## src/gpfcs_defines.svh

```systemverilog
// Purpose: Constants for the pin function and compare status block.
// Assumes: 16-bit register words; 100 MHz clock.
// Notes:   Field positions and codes are named here; the package holds types.
// Summary of operation
// RL1: Protect flag sets on protect; clears on read.
// RL2: Window status latched or live per setting.
// RL3: Compare flag is synchronized comparator output.
// RL4: Filter enable inserts glitch filter, else bypass.
// RL5: Output enable bit selects output mode.
// RL6: Output select maps status bit to pin.
// RL7: Channel select bit0 channel1, bit3 channel0.
// RL8: Global functions device-wide; others per channel.
// RL9: Code 0000 edges enter/leave deep sleep.
// RL10: Code 0010 falling edge triggers fault dump.
// RL11: Code 0011 edges power current outputs.
// RL12: Code 0100 edges power voltage outputs.
// RL13: Code 0101 falling edge starts protect.
// RL14: Code 0111 low level holds clear.
// RL15: Code 1000 falling edge strobes load.
// RL16: Code 1001 edges stop/start waveform.
// RL17: Code 1010 edges margin low/high.
// RL18: Code 1011 falling resets, rising releases.
// RL19: Code 1100 edges permit/block memory program.
// RL20: Code 1101 edges unlock/lock register map.
// RL21: Input enable bit selects input mode.
// RL22: Compare clear trigger clears latched outputs.
// RL23: Busy high while channel refuses commands.
// RL24: Edges from sampled pin compare, one pulse.
// RL25: Unlisted output select drives pin low.
`ifndef GPFCS_DEFINES_SVH
`define GPFCS_DEFINES_SVH
`define GPFCS_ADDR_STATUS     8'h23
`define GPFCS_ADDR_CONFIG     8'h24
`define GPFCS_CFG_RESET       16'h0000
`define GPFCS_BIT_FILTER      15
`define GPFCS_BIT_OUT_EN      13
`define GPFCS_OSEL_HI         12
`define GPFCS_OSEL_LO         9
`define GPFCS_CSEL_HI         8
`define GPFCS_CSEL_LO         5
`define GPFCS_IFUN_HI         4
`define GPFCS_IFUN_LO         1
`define GPFCS_BIT_IN_EN       0
`define GPFCS_CSEL_CH1        0
`define GPFCS_CSEL_CH0        3
`define GPFCS_ST_PROTECT      8
`define GPFCS_ST_WIN0         7
`define GPFCS_ST_WIN1         4
`define GPFCS_ST_CMP0         3
`define GPFCS_ST_CMP1         0
`define GPFCS_OSEL_MEM_BUSY   4'h1
`define GPFCS_OSEL_CH1_BUSY   4'h4
`define GPFCS_OSEL_CH0_BUSY   4'h7
`define GPFCS_OSEL_CH1_WIN    4'h8
`define GPFCS_OSEL_CH0_WIN    4'hb
`define GPFCS_FILTER_NS       40
`define GPFCS_CLK_NS          10
`define GPFCS_FILTER_CYCLES   ((`GPFCS_FILTER_NS + `GPFCS_CLK_NS - 1) / `GPFCS_CLK_NS)
`endif

```

## src/gpfcs_pkg.sv

```systemverilog
// Purpose: Types for the pin function and compare status block.
// Assumes: Codes mirror the four-bit input function field.
// Notes:   Constants live in gpfcs_defines.svh.
package gpfcs_pkg;
    typedef enum logic [3:0] {
        GPFCS_FN_SLEEP   = 4'h0,
        GPFCS_FN_FAULT   = 4'h2,
        GPFCS_FN_IOUT    = 4'h3,
        GPFCS_FN_VOUT    = 4'h4,
        GPFCS_FN_PROTECT = 4'h5,
        GPFCS_FN_CLEAR   = 4'h7,
        GPFCS_FN_LOAD    = 4'h8,
        GPFCS_FN_WAVE    = 4'h9,
        GPFCS_FN_MARGIN  = 4'ha,
        GPFCS_FN_RESET   = 4'hb,
        GPFCS_FN_NVM     = 4'hc,
        GPFCS_FN_LOCK    = 4'hd
    } gpfcs_func_type;
    typedef enum logic [1:0] {
        GPFCS_FLT_STABLE = 2'b01,
        GPFCS_FLT_CHANGE = 2'b10
    } gpfcs_flt_type;
endpackage : gpfcs_pkg

```

## src/gpfcs_filter.sv

```systemverilog
// Purpose: Glitch filter for the pin input.
// Assumes: Input already sampled in the clock domain.
// Notes:   A change must persist for the filter count before it is accepted.
`timescale 1ns/1ps
`include "gpfcs_defines.svh"
module gpfcs_filter
    import gpfcs_pkg::*;
(
    input  wire logic i_clk,
    input  wire logic i_resetn,
    input  wire logic i_pin,
    output logic      o_pin
);
    localparam logic [3:0] CNT_MAX = 4'(`GPFCS_FILTER_CYCLES);
    gpfcs_flt_type state_q, state_d;
    logic [3:0]    cnt_q, cnt_d;
    logic          out_q, out_d;

    always_comb begin
        state_d = state_q;
        cnt_d   = cnt_q;
        out_d   = out_q;
        unique case (state_q)
            GPFCS_FLT_STABLE: begin
                cnt_d = 4'h0;
                if (i_pin != out_q) begin
                    state_d = GPFCS_FLT_CHANGE;
                end
            end
            GPFCS_FLT_CHANGE: begin
                // A pulse shorter than the count falls back without effect.
                if (i_pin == out_q) begin
                    state_d = GPFCS_FLT_STABLE;
                end else if (cnt_q == CNT_MAX - 4'h1) begin
                    out_d   = i_pin;
                    state_d = GPFCS_FLT_STABLE;
                end else begin
                    cnt_d = cnt_q + 4'h1;
                end
            end
            default: begin
                state_d = GPFCS_FLT_STABLE;
            end
        endcase
    end

    always_ff @(posedge i_clk) begin
        if (!i_resetn) begin
            state_q <= GPFCS_FLT_STABLE;
            cnt_q   <= 4'h0;
            out_q   <= 1'b1;
        end else begin
            state_q <= state_d;
            cnt_q   <= cnt_d;
            out_q   <= out_d;
        end
    end

    assign o_pin = out_q;
endmodule : gpfcs_filter

```

## src/gpfcs_top.sv

```systemverilog
// Purpose: Pin function configuration, pin actions and compare status word.
// Assumes: Register port is a simple word strobe interface from the host link.
// Notes:   Action outputs are one-cycle pulses unless named as levels.
`timescale 1ns/1ps
`include "gpfcs_defines.svh"
module gpfcs_top
    import gpfcs_pkg::*;
(
    input  wire logic        i_clk,
    input  wire logic        i_resetn,
    input  wire logic [7:0]  i_reg_addr,
    input  wire logic        i_reg_wr,
    input  wire logic        i_reg_rd,
    input  wire logic [15:0] i_reg_wdata,
    output logic [15:0]      o_reg_rdata,
    input  wire logic        i_pin,
    output logic             o_pin,
    output logic             o_pin_oe,
    input  wire logic [1:0]  i_compare_raw,
    input  wire logic [1:0]  i_window_raw,
    input  wire logic        i_window_latch_en,
    input  wire logic [1:0]  i_compare_clear_trigger,
    input  wire logic        i_protect_active,
    input  wire logic [1:0]  i_channel_busy,
    input  wire logic        i_memory_program_busy,
    input  wire logic [1:0]  i_sync_config,
    output logic             o_deep_sleep,
    output logic             o_fault_dump,
    output logic [1:0]       o_current_powerdown,
    output logic [1:0]       o_voltage_powerdown,
    output logic             o_protect_start,
    output logic             o_clear_input,
    output logic [1:0]       o_load_update_strobe,
    output logic [1:0]       o_wave_stop,
    output logic [1:0]       o_wave_start,
    output logic [1:0]       o_margin_low,
    output logic [1:0]       o_margin_high,
    output logic             o_device_reset,
    output logic             o_nvm_program_allow,
    output logic             o_map_locked
);
    // Channel vector index 0 is channel 0, index 1 is channel 1.

    // ----------------------------------------------------------------
    // Configuration register
    // ----------------------------------------------------------------
    logic [15:0] cfg_q, cfg_d;
    logic        status_rd;
    assign status_rd = i_reg_rd && (i_reg_addr == `GPFCS_ADDR_STATUS);

    always_comb begin
        cfg_d = cfg_q;
        if (i_reg_wr && (i_reg_addr == `GPFCS_ADDR_CONFIG)) begin
            cfg_d = i_reg_wdata & 16'hbfff;
        end
    end

    logic           filter_en, out_en, in_en;
    logic [3:0]     osel, csel;
    gpfcs_func_type ifun;
    logic [1:0]     ch_sel;
    assign filter_en = cfg_q[`GPFCS_BIT_FILTER];
    assign out_en    = cfg_q[`GPFCS_BIT_OUT_EN];
    assign in_en     = cfg_q[`GPFCS_BIT_IN_EN];
    assign osel      = cfg_q[`GPFCS_OSEL_HI:`GPFCS_OSEL_LO];
    assign csel      = cfg_q[`GPFCS_CSEL_HI:`GPFCS_CSEL_LO];
    assign ifun      = gpfcs_func_type'(cfg_q[`GPFCS_IFUN_HI:`GPFCS_IFUN_LO]);
    assign ch_sel    = {csel[`GPFCS_CSEL_CH1], csel[`GPFCS_CSEL_CH0]}; // RL7

    // ----------------------------------------------------------------
    // Comparator status
    // ----------------------------------------------------------------
    logic [1:0] cmp_s1_q, cmp_s2_q, win_s1_q, win_s2_q, win_lat_q, win_lat_d;
    logic [1:0] win_out;
    logic       prot_q, prot_d;

    always_comb begin
        // Hits are held until the clear trigger; the trigger wins being explicit.
        win_lat_d = (win_lat_q | win_s2_q) & ~i_compare_clear_trigger; // RL22
        // A protect event in the reading cycle survives the clear.
        prot_d = i_protect_active ? 1'b1 : (status_rd ? 1'b0 : prot_q); // RL1
    end

    assign win_out = i_window_latch_en ? win_lat_q : win_s2_q; // RL2

    always_ff @(posedge i_clk) begin
        if (!i_resetn) begin
            cmp_s1_q  <= 2'b00;
            cmp_s2_q  <= 2'b00;
            win_s1_q  <= 2'b00;
            win_s2_q  <= 2'b00;
            win_lat_q <= 2'b00;
            prot_q    <= 1'b0;
            cfg_q     <= `GPFCS_CFG_RESET;
        end else begin
            cmp_s1_q  <= i_compare_raw;
            cmp_s2_q  <= cmp_s1_q; // RL3
            win_s1_q  <= i_window_raw;
            win_s2_q  <= win_s1_q;
            win_lat_q <= win_lat_d;
            prot_q    <= prot_d;
            cfg_q     <= cfg_d;
        end
    end

    // ----------------------------------------------------------------
    // Read data
    // ----------------------------------------------------------------
    logic [15:0] rdata_d, rdata_q;
    always_comb begin
        rdata_d = 16'h0000;
        if (i_reg_rd && i_reg_addr == `GPFCS_ADDR_CONFIG) begin
            rdata_d = cfg_q;
        end else if (status_rd) begin
            rdata_d[`GPFCS_ST_PROTECT] = prot_q;
            rdata_d[`GPFCS_ST_WIN0]    = win_out[0];
            rdata_d[`GPFCS_ST_WIN1]    = win_out[1];
            rdata_d[`GPFCS_ST_CMP0]    = cmp_s2_q[0];
            rdata_d[`GPFCS_ST_CMP1]    = cmp_s2_q[1];
        end
    end

    // ----------------------------------------------------------------
    // Pin input path
    // ----------------------------------------------------------------
    logic pin_s1_q, pin_s2_q, pin_filt, pin_cur, pin_prev_q;
    logic rise, fall;

    gpfcs_filter u_filter (
        .i_clk    (i_clk),
        .i_resetn (i_resetn),
        .i_pin    (pin_s2_q),
        .o_pin    (pin_filt)
    );

    assign pin_cur = filter_en ? pin_filt : pin_s2_q; // RL4
    assign rise    = in_en && !out_en && pin_cur && !pin_prev_q; // RL24 RL21
    assign fall    = in_en && !out_en && !pin_cur && pin_prev_q; // RL24

    // ----------------------------------------------------------------
    // Pin actions
    // ----------------------------------------------------------------
    logic       sleep_d, sleep_q, fault_d, fault_q, prot_st_d, prot_st_q;
    logic       clr_d, clr_q, rst_d, rst_q, nvm_d, nvm_q, lock_d, lock_q;
    logic [1:0] ipd_d, ipd_q, vpd_d, vpd_q, ld_d, ld_q;
    logic [1:0] wstop_d, wstop_q, wstart_d, wstart_q, mlo_d, mlo_q, mhi_d, mhi_q;

    always_comb begin
        sleep_d   = sleep_q;
        ipd_d     = ipd_q;
        vpd_d     = vpd_q;
        rst_d     = rst_q;
        nvm_d     = nvm_q;
        lock_d    = lock_q;
        fault_d   = 1'b0;
        prot_st_d = 1'b0;
        clr_d     = 1'b0;
        ld_d      = 2'b00;
        wstop_d   = 2'b00;
        wstart_d  = 2'b00;
        mlo_d     = 2'b00;
        mhi_d     = 2'b00;
        // Only listed codes act; any other code is ignored as invalid.
        case (ifun) // RL8
            GPFCS_FN_SLEEP: begin
                if (fall) sleep_d = 1'b1; // RL9
                if (rise) sleep_d = 1'b0; // RL9
            end
            GPFCS_FN_FAULT: begin
                fault_d = fall; // RL10
            end
            GPFCS_FN_IOUT: begin
                if (fall) ipd_d = ipd_q | ch_sel; // RL11
                if (rise) ipd_d = ipd_q & ~ch_sel; // RL11
            end
            GPFCS_FN_VOUT: begin
                if (fall) vpd_d = vpd_q | ch_sel; // RL12
                if (rise) vpd_d = vpd_q & ~ch_sel; // RL12
            end
            GPFCS_FN_PROTECT: begin
                prot_st_d = fall; // RL13
            end
            GPFCS_FN_CLEAR: begin
                clr_d = in_en && !out_en && !pin_cur; // RL14
            end
            GPFCS_FN_LOAD: begin
                ld_d = fall ? (ch_sel & i_sync_config) : 2'b00; // RL15
            end
            GPFCS_FN_WAVE: begin
                wstop_d  = fall ? ch_sel : 2'b00; // RL16
                wstart_d = rise ? ch_sel : 2'b00; // RL16
            end
            GPFCS_FN_MARGIN: begin
                mlo_d = fall ? ch_sel : 2'b00; // RL17
                mhi_d = rise ? ch_sel : 2'b00; // RL17
            end
            GPFCS_FN_RESET: begin
                if (fall) rst_d = 1'b1; // RL18
                if (rise) rst_d = 1'b0; // RL18
            end
            GPFCS_FN_NVM: begin
                if (fall) nvm_d = 1'b1; // RL19
                if (rise) nvm_d = 1'b0; // RL19
            end
            GPFCS_FN_LOCK: begin
                if (fall) lock_d = 1'b0; // RL20
                if (rise) lock_d = 1'b1; // RL20
            end
            default: begin
            end
        endcase
    end

    // ----------------------------------------------------------------
    // Pin output path
    // ----------------------------------------------------------------
    logic pin_out_d, pin_out_q, pin_oe_q;
    always_comb begin
        unique case (osel) // RL6
            `GPFCS_OSEL_MEM_BUSY: pin_out_d = i_memory_program_busy;
            `GPFCS_OSEL_CH1_BUSY: pin_out_d = i_channel_busy[1]; // RL23
            `GPFCS_OSEL_CH0_BUSY: pin_out_d = i_channel_busy[0]; // RL23
            `GPFCS_OSEL_CH1_WIN:  pin_out_d = win_out[1];
            `GPFCS_OSEL_CH0_WIN:  pin_out_d = win_out[0];
            default:              pin_out_d = 1'b0; // RL25
        endcase
    end

    always_ff @(posedge i_clk) begin
        if (!i_resetn) begin
            pin_s1_q   <= 1'b1;
            pin_s2_q   <= 1'b1;
            pin_prev_q <= 1'b1;
            sleep_q    <= 1'b0;
            fault_q    <= 1'b0;
            ipd_q      <= 2'b00;
            vpd_q      <= 2'b00;
            prot_st_q  <= 1'b0;
            clr_q      <= 1'b0;
            ld_q       <= 2'b00;
            wstop_q    <= 2'b00;
            wstart_q   <= 2'b00;
            mlo_q      <= 2'b00;
            mhi_q      <= 2'b00;
            rst_q      <= 1'b0;
            nvm_q      <= 1'b0;
            lock_q     <= 1'b0;
            pin_out_q  <= 1'b0;
            pin_oe_q   <= 1'b0;
            rdata_q    <= 16'h0000;
        end else begin
            pin_s1_q   <= i_pin;
            pin_s2_q   <= pin_s1_q;
            pin_prev_q <= pin_cur;
            sleep_q    <= sleep_d;
            fault_q    <= fault_d;
            ipd_q      <= ipd_d;
            vpd_q      <= vpd_d;
            prot_st_q  <= prot_st_d;
            clr_q      <= clr_d;
            ld_q       <= ld_d;
            wstop_q    <= wstop_d;
            wstart_q   <= wstart_d;
            mlo_q      <= mlo_d;
            mhi_q      <= mhi_d;
            rst_q      <= rst_d;
            nvm_q      <= nvm_d;
            lock_q     <= lock_d;
            pin_out_q  <= pin_out_d & out_en;
            pin_oe_q   <= out_en; // RL5
            rdata_q    <= rdata_d;
        end
    end

    assign o_reg_rdata          = rdata_q;
    assign o_pin                = pin_out_q;
    assign o_pin_oe             = pin_oe_q;
    assign o_deep_sleep         = sleep_q;
    assign o_fault_dump         = fault_q;
    assign o_current_powerdown  = ipd_q;
    assign o_voltage_powerdown  = vpd_q;
    assign o_protect_start      = prot_st_q;
    assign o_clear_input        = clr_q;
    assign o_load_update_strobe = ld_q;
    assign o_wave_stop          = wstop_q;
    assign o_wave_start         = wstart_q;
    assign o_margin_low         = mlo_q;
    assign o_margin_high        = mhi_q;
    assign o_device_reset       = rst_q;
    assign o_nvm_program_allow  = nvm_q;
    assign o_map_locked         = lock_q;
endmodule : gpfcs_top

```

## config.mk

```make
export PLATFORM = sky130hd
export DESIGN_NAME = gpfcs_top
export DESIGN_NICKNAME = d
export VERILOG_FILES = /design/src/gpfcs_pkg.sv /design/src/gpfcs_filter.sv /design/src/gpfcs_top.sv
export VERILOG_INCLUDE_DIRS = /design/src
export SDC_FILE = /design/constraint.sdc
export NUM_CORES = 1
export LEC_CHECK = 0
export BUFFER_PORTS_ARGS = -buffer_cell sky130_fd_sc_hd__buf_2
export CAP_MARGIN = 20
export CORE_UTILIZATION = 53
export DETAILED_ROUTE_END_ITERATION = 8
export PLACE_DENSITY_LB_ADDON = 0.08
export SLEW_MARGIN = 20
export SYNTH_ARGS = -nofsm -noshare
export SYNTH_HDL_FRONTEND = slang
export SYNTH_HIERARCHICAL = 1
export SYNTH_SLANG_ARGS = --single-unit
```

## constraint.sdc

```tcl
create_clock -name i_clk -period 2.36 [get_ports i_clk]
set_input_delay 0.59 -clock i_clk [delete_from_list [all_inputs] [get_ports i_clk]]
set_output_delay 0.59 -clock i_clk [all_outputs]
set_load 0.01 [all_outputs]
```

==> impl_results.md <==
* CTS Hold Bufs at 0
* CTS H-tree depth at 3
* Min Tclk post-route at 1720 ps
* Clock Tree Root: clkbuf_8
* Overflow left after global routing at 0
* Avg Vias per Cell at between 5 and 6
* Startpoint Class: flop
* WL/cell at 13.0 um
* Post-Syn Area per Cell at 9.85 um2
* DRT Wirelength at 5840 um
* Seq/Total Area, Yosys at roughly half
* Die height at 76.4 um
* Die Wd at 76.4 um
* Post-route antenna net violation count at 0
* Commonest cells post-synth: 74 x dfxtp_1, 38 x nand2_1, 16 x and2_1
* Initial Utilization at 56.4%
* Crit path kind: reg -> reg
* Setup bufs post-CTS at 0
* Layout Skew at between 5 and 6 ps
* Synth warn at 6
* CTS tree: done
* Area after DPL at 0.00335 mm2
* Logic gate share of total power at roughly 4%
* Internal power at around 1.9 mW
* CP Max Fanout at 7
* Vias in the first global route at 2211
* Setup violators final at 0
* Fmax at ~580 MHz
* Largest cells by area after synthesis: dfxtp_1 50%, mux2i_1 5.1%, nand2_1 4.9%, and2_1 3.4%, and3_1 1.9%
* Clock power share at between 40% and 50%
* First-pass DRT Iterations at 4
* Post-route cell area at between 0.003 and 0.004 mm2
* PwrDens at 666 mW/mm2
* Max-cap check violation count at 0
* Gr usage total at around 22%
* Synth Register Bits at 74
* Post-synth top area cell: dfxtp_1
* RSZ-0062 raised after global routing: false
* P_leak at between 1.5 and 2 nW
* Final setup margin at 639 ps
* Worst skew pair latency at 350 ps
* R2R Setup Slk at 640 ps
* Maximum buffer depth of the clock tree at 2
* Sw Ratio at 20.7%
* Initial antenna violation count at 0
* Element type at the critical path end: flop
* Post_cts resized at 0
* Clk sinks at 74
* Slew Limit Headroom at 56.8%
* Async SR Flop Fraction at 0%
* Reg power frac at ~54%
* Hold crit path type: in -> reg
* Reg2Reg Depth at 4
* Post-synth EDFFs at 0
* DRC Markers at 0
* # diodes at 0
* Max rail drop VDD at 0.398 mV
* # IOs at 81
* Switching Power at 0.490 mW
* Synth Net Count at 341
* Core area at roughly 0.0052 mm2
* Final period utilization at 72.9%
* Cells after Synth at 298
* Worst slew pin tran at 646 ps
* Mapped Area at between 0.002 and 0.003 mm2
* First-iteration detailed-routing DRC count at around 130
* Placer Congestion at ~0.77
* Final setup TNS at 0 ps
* WP data required at approximately 2600 ps
* Nets at 417
* Top_reg_cell synth: dfxtp_1
* Num CTS Buffers at 9
* First-pass GRT wire length at about 10000 um
* Port Buffers at 78
* Count leader, synth: dfxtp_1
* Vias at 2319
* Status: finished clean
* Hold Fails Final Rpt at 0
* Total Die Area at between 0.005 and 0.006 mm2
* Netlist cell types at 59
* Yosys top cell area share at a little over 50%
* Row cnt at 26
* Fin. max-slew vios at 0
* Hold Path Depth at 2
* WP data arrival at 1960 ps
* Worst-path clk slew at roughly 70 ps
* Syn-to-layout area delta at 20.9%
* Pre-CTS setup slack at 496 ps
* Layout cells sized above 1 at 28.8%
* Post-DP HPWL at 4130 um
* Largest net degree at the start of global routing at 21
==> area by class of cell <==
cell class              instances  area, um2
flip-flops and latches         74       1480
repair buffers                 82        420
well taps                      70       87.6
fillers                       452       1660
multi-input cells             198       1320
clock inverters                 2       35.0
inverters                       9       33.8
clock buffers                  13        169
==> through the flow <==
stage / utilization [%] / std cells / total power [mW] / hold WS [ps]
after floorplan: - / 298 / 1.35 / 386
final: 68.2 / 448 / 2.36 / 399
after global placement: 64.3 / 433 / 1.39 / 395
after global routing: 68.2 / 448 / 2.45 / 398
after detailed placement: 64.3 / 433 / 1.39 / 399
after CTS: 68.2 / 448 / 2.38 / 390
==> placed cells by master, fill, tap and decap left out, types with 2 or more instances in the layout <==
cell and n:
a41oi_1 2, o2111ai_1 2, or4_1 4, nor2_1 13, inv_1 8, nand2b_1 7, a22oi_1 6, buf_4 4
nand3_1 10, o221a_1 3, dfxtp_1 74, nand3b_1 3, a31oi_1 5, o211ai_1 2, mux2i_1 15, and3b_1 2
o21ai_0 3, nor3_1 6, mux2_2 3, and4bb_2 2, and2_1 16, o31a_1 2, clkbuf_8 12, nor2b_1 4
nor3b_1 4, and3_1 9, nand2_1 38, a311oi_1 2, a211oi_1 2, buf_2 78, nand4_1 2, and4b_1 4
nor4_1 6
==> critical path, cell delays in order, from the launching register on <==
cell and delay (ps):
dfxtp_1 410, ha_1 200, nor3b_1 550, o21ai_0 250
and3_1 210
==> kinds of logic (layout without fill, tap and decap cells) <==
kind of cell | after synthesis | in the layout | share of synthesized area, %
and+or+nand+nor | 140 | 140 | 27.6
DFF | 74 | 74 | 50.4
AOI/OAI and AO/OA | 35 | 35 | 9.54
buffers and inverters | 26 | 106 | 4.52
muxes | 19 | 19 | 6.73
xor gates and xnor gates | 2 | 2 | 0.597
adders and majority gates | 1 | 1 | 0.426
other | 1 | 1 | 0.128
==> worst paths after layout <==
kind / from / to
worst max register to register: u_filter/cnt_q[1] / u_filter/state_q[1]
worst max-delay path: u_filter/cnt_q[1] / u_filter/state_q[1]
worst min-delay path: i_compare_clear_trigger[0] / win_lat_q[0]
worst min register to register: pin_s1_q / pin_s2_q
==> power groups by stage <==
stage                     clock (mW)  sequential [mW]  combinational (mW)
after global routing            1.07             1.27               0.109
after CTS                       1.01             1.27              0.0959
after detailed placement           0             1.30              0.0955
after floorplan                    0             1.29              0.0523
after global placement             0             1.30              0.0945
final                           1.00             1.27              0.0955
==> routing by layer <==
metal | GRT usage [%] | routed length [um] | up-vias
li1 | - | - | 1205
met1 | 28.1 | 2880 | 1040
met2 | 35.0 | 2570 | 66
met3 | 6.59 | 291 | 8
met4 | 10.0 | 97 | 0
met5 | 0 | 0 | -
==> sequential cells by signal, indices dropped and copies added, names as in the netlist, 2 cells and up, named ones only <==
register / cells
cfg_q: 15
o_reg_rdata: 15
u_filter/cnt_q: 4
cmp_s1_q: 2
cmp_s2_q: 2
o_load_update_strobe: 2
o_margin_high: 2
o_margin_low: 2
o_wave_start: 2
o_wave_stop: 2
u_filter/state_q: 2
win_lat_q: 2
win_s1_q: 2
win_s2_q: 2
Power figures use the tool's default switching activity.
